## config.mk

```make
export PLATFORM = sky130hd
export DESIGN_NAME = upm_pin_mux
export DESIGN_NICKNAME = d
export VERILOG_FILES = /design/src/rtl/upm_pkg.sv /design/src/rtl/upm_pin_mux.sv
export VERILOG_INCLUDE_DIRS = /design/src /design/src/rtl
export SDC_FILE = /design/constraint.sdc
export NUM_CORES = 1
export LEC_CHECK = 0
export ABC_CLOCK_PERIOD_IN_PS = 3100
export BUFFER_PORTS_ARGS = -buffer_cell sky130_fd_sc_hd__buf_2
export CELL_PAD_IN_SITES_DETAIL_PLACEMENT = 1
export CELL_PAD_IN_SITES_GLOBAL_PLACEMENT = 1
export CORE_MARGIN = 10
export CORE_UTILIZATION = 37
export DETAILED_ROUTE_END_ITERATION = 10
export PLACE_DENSITY = 0.84
export SETUP_SLACK_MARGIN = 0.2
export SLEW_MARGIN = 40
export SYNTH_ARGS = -nofsm -noshare
export SYNTH_HDL_FRONTEND = slang
export SYNTH_SLANG_ARGS = --single-unit
```

## constraint.sdc

```tcl
create_clock -name i_core_clk -period 3.1 [get_ports i_core_clk]
set_input_delay 0.62 -clock i_core_clk [delete_from_list [all_inputs] [get_ports i_core_clk]]
set_output_delay 0.62 -clock i_core_clk [all_outputs]
set_load 0.05 [all_outputs]
```

## src/rtl/upm_regs.svh

```systemverilog
// register map, field positions and role codes of the uart pin mux
`ifndef UPM_REGS_SVH
`define UPM_REGS_SVH
`define UPM_ADDR_W 4
`define UPM_DATA_W 32
`define UPM_ADDR_SEL 4'h0
`define UPM_ADDR_GP_OUT 4'h4
`define UPM_ADDR_GP_OE 4'h8
`define UPM_ADDR_STAT 4'hc
`define UPM_SEL_W 3
`define UPM_SEL_P2 0
`define UPM_SEL_P3 3
`define UPM_SEL_P4 6
`define UPM_SEL_P5 9
`define UPM_SEL_P6 12
`define UPM_SEL_P7 15
`define UPM_SEL_MAIN 3'h0
`define UPM_SEL_GP 3'h1
`define UPM_SEL_GIO 3'h2
`define UPM_SEL_WAKE 3'h3
`define UPM_SEL_RS485 3'h4
`define UPM_PIN_LO 2
`define UPM_PIN_HI 7
`define UPM_NPIN 6
`endif

```

## src/rtl/upm_pkg.sv

```systemverilog
// types shared by the uart pin mux
package upm_pkg;
   typedef enum logic [1:0] {UPM_ST_LOAD, UPM_ST_RUN} upm_state_e;
   typedef struct packed {
      logic [5:0] pin_out;
      logic [5:0] pin_oe;
   } upm_pins_s;
   typedef struct packed {
      logic rts_n;
      logic dtr_n;
      logic tx;
      logic rs485_de;
   } upm_uart_out_s;
   typedef struct packed {
      logic rx;
      logic cts_n;
      logic dsr_n;
      logic wake_n;
   } upm_uart_in_s;
endpackage

```

## src/rtl/upm_pin_mux.sv

```systemverilog
// pin role selection for the uart-side pins and the power-limit flag
// Notes on behaviour
// - pin 6 resets to serial receive
// - pin 7 resets to serial transmit
// - pin 5: gpio, request-to-send, rs485 enable
// - pin 4: gpio or clear-to-send input
// - pins 2,3: gpio, data-set-ready, terminal-ready
// - power flag asserted unless full current permitted
// - flag asserted while suspended or unconfigured
// - flag active low, polarity from otp
`timescale 1ns/10ps
`include "upm_regs.svh"
module upm_pin_mux (
   input wire logic i_core_clk,
   input wire logic i_rst,
   input wire logic [`UPM_ADDR_W-1:0] i_addr,
   input wire logic [`UPM_DATA_W-1:0] i_wdata,
   input wire logic i_wr,
   input wire logic i_rd,
   output logic [`UPM_DATA_W-1:0] o_rdata,
   input wire logic i_cdc_acm,
   input wire logic i_suspended,
   input wire logic i_configured,
   input wire logic i_otp_valid,
   input wire logic i_otp_pwr_inv,
   input wire upm_pkg::upm_uart_out_s i_uart,
   output upm_pkg::upm_uart_in_s o_uart,
   input wire logic [5:0] i_pin,
   output upm_pkg::upm_pins_s o_pins,
   output logic o_power_limit_out,
   output logic o_power_limit_oe
);
   // one register image: sync stages, mux setup and registered outputs
   typedef struct packed {
      upm_pkg::upm_state_e st;
      // six 3-bit role codes, pin 2 in the lowest field
      logic [17:0] sel;
      logic [5:0] gp_out;
      logic [5:0] gp_oe;
      // two-stage synchronisers; only the second stage feeds logic
      logic [5:0] pin_m;
      logic [5:0] pin_s;
      logic [3:0] stat_m;
      logic [3:0] stat_s;
      logic acm_m;
      logic acm_s;
      // flag polarity, frozen when otp is loaded
      logic inv;
      logic [`UPM_DATA_W-1:0] rdata;
      upm_pkg::upm_pins_s pins;
      upm_pkg::upm_uart_in_s uin;
      logic pwr;
      logic pwr_oe;
   } upm_state_s;

   upm_state_s s_q, s_d;

   // reset role codes; the class strap only matters for pins 4 and 5
   // the strap is taken once at load, a later change needs a new reset
   function automatic logic [17:0] reset_sel(input logic acm);
      logic [17:0] v;
      v = '0;
      v[`UPM_SEL_P2 +: `UPM_SEL_W] = `UPM_SEL_GIO;
      v[`UPM_SEL_P3 +: `UPM_SEL_W] = `UPM_SEL_GIO;
      v[`UPM_SEL_P4 +: `UPM_SEL_W] = acm ? `UPM_SEL_MAIN : `UPM_SEL_GIO;
      v[`UPM_SEL_P5 +: `UPM_SEL_W] = acm ? `UPM_SEL_MAIN : `UPM_SEL_GIO;
      v[`UPM_SEL_P6 +: `UPM_SEL_W] = `UPM_SEL_MAIN;
      v[`UPM_SEL_P7 +: `UPM_SEL_W] = `UPM_SEL_MAIN;
      return v;
   endfunction

   // role code of one pin; index 0 is pin 2
   function automatic logic [2:0] sel_of(input logic [17:0] v, input int idx);
      return v[idx*`UPM_SEL_W +: `UPM_SEL_W];
   endfunction

   // gpio and enhanced io both hand the pin to the software registers
   function automatic logic is_soft_role(input logic [2:0] code);
      return code == `UPM_SEL_GP || code == `UPM_SEL_GIO;
   endfunction

   // address match shared by the write and the read decoder
   function automatic logic hit(input logic stb, input logic [`UPM_ADDR_W-1:0] a,
                                input logic [`UPM_ADDR_W-1:0] target);
      return stb && a == target;
   endfunction

   always_comb begin
      logic [2:0] c;
      logic unsafe;
      c = '0;
      unsafe = 1'b0;
      s_d = s_q;

      // pins, status lines and the class strap are all asynchronous
      s_d.pin_m = i_pin;
      s_d.pin_s = s_q.pin_m;
      s_d.stat_m = {i_suspended, i_configured, i_otp_valid, i_otp_pwr_inv};
      s_d.stat_s = s_q.stat_m;
      s_d.acm_m = i_cdc_acm;
      s_d.acm_s = s_q.acm_m;

      // writes are refused until the load state has finished
      case (s_q.st)
         upm_pkg::UPM_ST_LOAD: begin
            // wait for otp so the flag never shows a wrong level
            if (s_q.stat_s[1]) begin
               s_d.inv = s_q.stat_s[0];
               s_d.sel = reset_sel(s_q.acm_s);
               s_d.st = upm_pkg::UPM_ST_RUN;
            end
         end
         default: begin
            if (hit(i_wr, i_addr, `UPM_ADDR_SEL)) begin
               s_d.sel = i_wdata[17:0];
            end else if (hit(i_wr, i_addr, `UPM_ADDR_GP_OUT)) begin
               s_d.gp_out = i_wdata[5:0];
            end else if (hit(i_wr, i_addr, `UPM_ADDR_GP_OE)) begin
               s_d.gp_oe = i_wdata[5:0];
            end
         end
      endcase

      // read data stand for one cycle, zero otherwise and for unmapped offsets
      s_d.rdata = '0;
      if (hit(i_rd, i_addr, `UPM_ADDR_SEL)) begin
         s_d.rdata = {14'h0, s_q.sel};
      end else if (hit(i_rd, i_addr, `UPM_ADDR_GP_OUT)) begin
         s_d.rdata = {26'h0, s_q.gp_out};
      end else if (hit(i_rd, i_addr, `UPM_ADDR_GP_OE)) begin
         s_d.rdata = {26'h0, s_q.gp_oe};
      end else if (hit(i_rd, i_addr, `UPM_ADDR_STAT)) begin
         s_d.rdata = {18'h0, s_q.pin_s, s_q.pwr, s_q.inv, s_q.stat_s, 1'b0,
                      s_q.st == upm_pkg::UPM_ST_RUN};
      end

      // pins idle as inputs; only output roles and gpio enables drive
      s_d.pins.pin_oe = '0;
      s_d.pins.pin_out = '0;
      if (s_q.st == upm_pkg::UPM_ST_RUN) begin
         for (int i = 0; i < `UPM_NPIN; i++) begin
            c = sel_of(s_q.sel, i);
            if (is_soft_role(c)) begin
               s_d.pins.pin_oe[i] = s_q.gp_oe[i];
               s_d.pins.pin_out[i] = s_q.gp_out[i];
            end
         end
         // pin 3 carries terminal-ready out of the serial engine
         if (sel_of(s_q.sel, 1) == `UPM_SEL_MAIN) begin
            s_d.pins.pin_oe[1] = 1'b1;
            s_d.pins.pin_out[1] = i_uart.dtr_n;
         end
         // pin 5: request-to-send, or the half-duplex driver enable
         // the enable timing itself belongs to the serial engine
         if (sel_of(s_q.sel, 3) == `UPM_SEL_MAIN) begin
            s_d.pins.pin_oe[3] = 1'b1;
            s_d.pins.pin_out[3] = i_uart.rts_n;
         end else if (sel_of(s_q.sel, 3) == `UPM_SEL_RS485) begin
            s_d.pins.pin_oe[3] = 1'b1;
            s_d.pins.pin_out[3] = i_uart.rs485_de;
         end
         // pin 7 transmit data
         if (sel_of(s_q.sel, 5) == `UPM_SEL_MAIN) begin
            s_d.pins.pin_oe[5] = 1'b1;
            s_d.pins.pin_out[5] = i_uart.tx;
         end
      end

      // rx and wake_n idle high (inactive), cts_n and dsr_n idle low (asserted) when the pin has another role
      if (sel_of(s_q.sel, 4) == `UPM_SEL_MAIN) begin
         s_d.uin.rx = s_q.pin_s[4];
      end else begin
         s_d.uin.rx = 1'b1;
      end
      if (sel_of(s_q.sel, 4) == `UPM_SEL_WAKE) begin
         s_d.uin.wake_n = s_q.pin_s[4];
      end else begin
         s_d.uin.wake_n = 1'b1;
      end
      if (sel_of(s_q.sel, 2) == `UPM_SEL_MAIN) begin
         s_d.uin.cts_n = s_q.pin_s[2];
      end else begin
         s_d.uin.cts_n = 1'b0;
      end
      if (sel_of(s_q.sel, 0) == `UPM_SEL_MAIN) begin
         s_d.uin.dsr_n = s_q.pin_s[0];
      end else begin
         s_d.uin.dsr_n = 1'b0;
      end

      // unsafe to draw full current while suspended or not configured
      unsafe = s_q.stat_s[3] || !s_q.stat_s[2];
      // inv low gives an active-low flag; the driver waits for the load
      if (unsafe) begin
         s_d.pwr = s_q.inv;
      end else begin
         s_d.pwr = !s_q.inv;
      end
      s_d.pwr_oe = s_q.st == upm_pkg::UPM_ST_RUN;
   end

   always_ff @(posedge i_core_clk or posedge i_rst) begin
      if (i_rst) begin
         s_q <= '0;
      end else begin
         s_q <= s_d;
      end
   end

   assign o_rdata = s_q.rdata;
   assign o_pins = s_q.pins;
   assign o_uart = s_q.uin;
   assign o_power_limit_out = s_q.pwr;
   assign o_power_limit_oe = s_q.pwr_oe;
endmodule

```

# --- Word level (Yosys, flattened, before mapping) ---
# Index checks and enable logic that the tools add are counted.
op_classes:
  bitwise: 3
  reduce_logical: 29
  muxes: 34
  eq_ne: 18
op_table:
  columns: ["op", "n"]
  rows:
  - ["$mux 18", 4]
  - ["$mux 14", 3]
  - ["$mux 1", 25]
  - ["$eq 3x2->1 const B", 7]
  - ["$eq 3x1->1 const B", 6]
  - ["$logic_not 3->1", 6]
  - ["$mux 12", 1]
  - ["$eq 4x4->1 const B", 2]
  - ["$logic_and 1x1->1", 7]
  - ["$logic_or 1x1->1", 7]
  - ["$eq 4x3->1 const B", 1]
  - ["$logic_not 4->1", 1]
  - ["$reduce_and 2->1", 2]
  - ["$reduce_and 4->1", 1]
  - ["$eq 3x3->1 const B", 1]
  - ["$not 1->1", 3]
  - ["$reduce_and 3->1", 1]
  - ["$logic_not 1->1", 2]
  - ["$logic_not 2->1", 1]
  - ["$mux 2", 1]
  - ["$ne 2x2->1 const B", 1]
  - ["$reduce_bool 2->1", 1]
word_totals:
  regBits: 104
  out_inout_bits: 50
  wordCells: 104

# --- Depth between registers and ports, before layout ---
logic_depth:
  depth_word: 6
  mapped_depth: 6
  ltp_nobuf: 3

# --- Least setup slack after synthesis ---
# OpenSTA, ideal clock, no wires.
synth_timing:
  path_type: "input port to flip-flop"
  from: "input i_addr[2]"
  to: "register s_q[73] (netlist bit)"
  t_required_ns: 2.975
  path_slack_ns: 1.234
  stages: 4
  setup_ns: 0.125
  arrival_time_ns: 1.740
  path_cell_list: "clkbuf_1 -> or4b_1 -> buf_6 -> mux2_4"
synth_via:
  elab_chain_cells: 4
synth_lines:
  columns: ["element", "line", "rtl"]
  rows:
  - ["from (decl)", "upm_pin_mux.sv:16", "input wire logic [`UPM_ADDR_W-1:0] i_addr,"]
  - ["$eq 4x3->1 / $logic_not 4->1 (equally long branches)", "upm_pin_mux.sv:85", "return stb && a == target;"]
  - ["$logic_and 1x1->1", "upm_pin_mux.sv:85", null]
  - ["$not 1->1 (no line)", null, null]
  - ["$reduce_and 4->1 (no line) *", null, null]
  - ["to (signal assigned)", "upm_pin_mux.sv:204", "s_q <= '0;"]
  - ["to (signal assigned)", "upm_pin_mux.sv:206", "s_q <= s_d;"]
  - ["to (decl)", "upm_pin_mux.sv:56", "upm_state_s s_q, s_d;"]
# Mark *: on every way between the ends. The rest lies on a longest branch, timed or not.
# A chain may end at the register's enable or synchronous reset.

# --- Worst setup path in the final report ---
layout_timing:
  from: "register s_q[103] (netlist bit)"
  to: "register s_q[84] (netlist bit)"
layout_via:
  elab_chain_cells: 3
layout_lines:
  columns: ["element", "line", "rtl"]
  rows:
  - ["$logic_not 2->1", "upm_pin_mux.sv:104", "case (s_q.st)"]
  - ["$not 1->1 (no line)", null, null]
  - ["$reduce_and 3->1 (no line)", null, null]
# Every way passes these cells.

==> flow_metrics.tcl <==
set metrics [dict create \
    antenna_found_initial 0 \
    core_footprint_mm2 0.0102 \
    final_common_cell "sky130_fd_sc_hd__dfrtp_1" \
    synth.cell_area_mm2 0.00383 \
    global_route_wire_length_before_repair_um 14700 \
    report.final.setup_viol 0 \
    cellLeakagePower_nw 2.14 \
    crit_path_end_kind "register" \
    grt_setup_unrepaired "no" \
    first_pass_iters 4 \
    tritoncts_clock_tree "built" \
    met2_usage_in_global_routing 0.224 \
    worst_ep_arrival_time_ns 2.27 \
    synth_top_flop_cell "sky130_fd_sc_hd__dfrtp_1" \
    fin_setup_tns_ns 0 \
    yosys_warnings 0 \
    cts.reportedPaths.clkPinSlew_ns 0.09 \
    max_clock_freq_mhz 493 \
    vias_per_cell 4.80 \
    post_route_cells_drive_above_1_share 0.314 \
    worstPathCellList "buf_4 -> and3b_1 -> nand3_1 -> mux2_1" \
    n_fill_cell 1132 \
    clock_tree_root_buffer_cell "sky130_fd_sc_hd__clkbuf_8" \
    syn-mean-instance-area_um2 12.1 \
    cts_hold_buf 0 \
    dpl_worst_slack_ns 0.814 \
    drt-total-wl_um 9260 \
    tightest_hold_check_type "reg2reg" \
    grt_overflow_total 0 \
    cts-buffers-inserted 9 \
    setup_skew_ns 0.0113 \
    crit_required_ns 3.34 \
    number_of_levels_the_h_tree_was_split_into 3 \
    synth-seq-cells 90 \
    slowest_stage "sky130_fd_sc_hd__mux2_1" \
    finish.net_count 413 \
    wire_per_inst_um 18.5 \
    die-area_mm2 0.0148 \
    place.detailed.hpwl_um 6850 \
    finalWeightedCongestion 0.796 \
    post-route-drc-count 0 \
    mostFrequentLayoutCells "90 x sky130_fd_sc_hd__dfrtp_1, 76 x sky130_fd_sc_hd__buf_2, 22 x sky130_fd_sc_hd__nand2_1, 17 x sky130_fd_sc_hd__nand3_1" \
    outcome "finished clean" \
    die_w_um 122 \
    skew_pair_late_insertion_delay_ns 0.36 \
    timing_max_transition_violations_final 0 \
    routed-via-count 2394 \
    p_per_area_mw_per_mm2 715 \
    grt_start_max_net_pins 59 \
    post_synth_inst_count 317 \
    hold_viol_final 0 \
    groute.usage.overall 0.126 \
    rows 37 \
    detailed_place.area_mm2 0.00406 \
    initial_utilization 0.375 \
    final_design_area_no_fill_mm2 0.00431 \
    regToRegSetupSlack_ns 1.07 \
    global_route.peak_usage_layer "met2" \
    ratio_of_final_minimum_period_to_clock_period 0.654 \
    clock_tree.buffer_depth 2 \
    ioPinCount 105 \
    cts-resized-gates 0 \
    synth_sequential_area_ratio 0.587 \
    cts_setup_buffers 0 \
    final_cells 499 \
    cpPeakStageDelay_ns 0.45 \
    max-vdd-ir-drop_mv 0.274 \
    synth-edff-count 0 \
    drt_first_iter_violations 118 \
    fin_ws_ns 1.07 \
    finalWorstPathRequiredPeriod_ns 2.03 \
    met1_usage 0.138 \
    report.power.total_mw 3.08 \
    grt_use_met3 0.0453 \
    dp.cells 483 \
    slew_headroom 0.519 \
    yosys.cell_types.count 43 \
    critPathKind "reg2reg" \
    insertedDiodeCount 0 \
    synth_async_sr_flop_share 1.00 \
    ant_nets 0 \
    cap_viol_max_count 0 \
    critPathMaxFanout 17 \
    cts_sinks 90 \
    first_global_vias 2788 \
    port_buffers 76 \
    die_h_um 122 \
    area_delta_synth_final_pct 12.5 \
    type_of_origin_of_the_critical_path "register" \
    transition_time_at_the_pin_with_the_least_slew_margin_ns 0.719 \
]
## critical path, delay by kind of cell, from the launching register on
| kind | cells | cell delay (ns) |
|---|---|---|
| buf+inv | 1 | 0.25 |
| flops | 1 | 0.40 |
| mux | 1 | 0.45 |
| simple gates | 2 | 0.81 |
## power breakdown
group	switching [mW]	total (mW)	leakage (nW)	internal (mW)
logic	0.433	0.648	0.899	0.215
clock network	0.415	0.976	0.127	0.560
registers	0.128	1.46	1.12	1.33
## Yosys cell counts, drive strengths merged, types with 2 or more instances
cell type	instances	share of area
nor2	6	0.0059
o211ai	14	0.027
mux2i	9	0.023
nor3	4	0.0052
and3	4	0.0065
and3b	2	0.0046
maj3	3	0.0078
dfrtp	90	0.59
clkbuf	13	0.013
nor4bb	2	0.0052
o21ai	7	0.0091
mux2	14	0.046
buf	51	0.10
inv	6	0.0059
xnor2	4	0.0091
and2	9	0.015
nand3b	3	0.0091
o22ai	4	0.0065
a22o	8	0.018
nor2b	2	0.0033
nand3	17	0.022
nor4b	2	0.0046
nand2	22	0.022
nand2b	3	0.0049
nor3b	5	0.0098
## logic make-up after synthesis
logic type               after synthesis  synth area share
flip-flops                            90             0.587
multiplexers                          24            0.0754
AND/OR/NAND/NOR                       84             0.123
adder cells (fa/ha/maj)                3           0.00783
buffers and inverters                 70             0.118
XOR/XNOR                               5            0.0114
other                                  1          0.000978
AO/OA/AOI/OAI                         40            0.0757
## per-layer routing
| layer | routed length (um) | vias up |
|---|---|---|
| met5 | 0 | - |
| met4 | 97 | 0 |
| li1 | - | 1105 |
| met3 | 601 | 9 |
| met2 | 4880 | 60 |
| met1 | 3680 | 1220 |
## stage by stage
step	util	hold WS [ns]
6_report	0.422	0.356
5_1_grt	0.422	0.336
4_1_cts	0.422	0.349
3_5_place_dp	0.397	0.336
3_3_place_gp	0.397	0.335
2_1_floorplan	-	0.331
## registers in the layout (all words and copies together), names as in the netlist
signal	count
o_power_limit_out	1
o_rdata	18
o_uart	4
s_d	11
s_q	43
o_power_limit_oe	1
o_pins	12
## worst paths after layout
kind,from,to,cells past startpoint
max,s_q[103]$_DFFE_PP0P_,s_q[84]$_DFFE_PP0P_,4
min,s_d[62]$_DFF_PP0_,s_q[62]$_DFF_PP0_,0
max reg2reg,s_q[103]$_DFFE_PP0P_,s_q[84]$_DFFE_PP0P_,4
min reg2reg,s_d[62]$_DFF_PP0_,s_q[62]$_DFF_PP0_,0
max in group asynchronous,i_rst,s_q[73]$_DFFE_PP0P_,3
min in group asynchronous,i_rst,s_q[65]$_DFF_PP0_,2
## cell type report
| class | instances | area [um^2] | share of cell area |
|---|---|---|---|
| sequential | 90 | 2250 | 0.522 |
| multi-input combinational | 170 | 1180 | 0.274 |
| timing repair buffer | 81 | 430 | 0.0998 |
| tap | 136 | 170 | 0.0395 |
| clock buffer | 10 | 138 | 0.0319 |
| clock inverter | 6 | 113 | 0.0261 |
| inverter | 6 | 26.3 | 0.00609 |
Power figures use the tool's default switching activity.
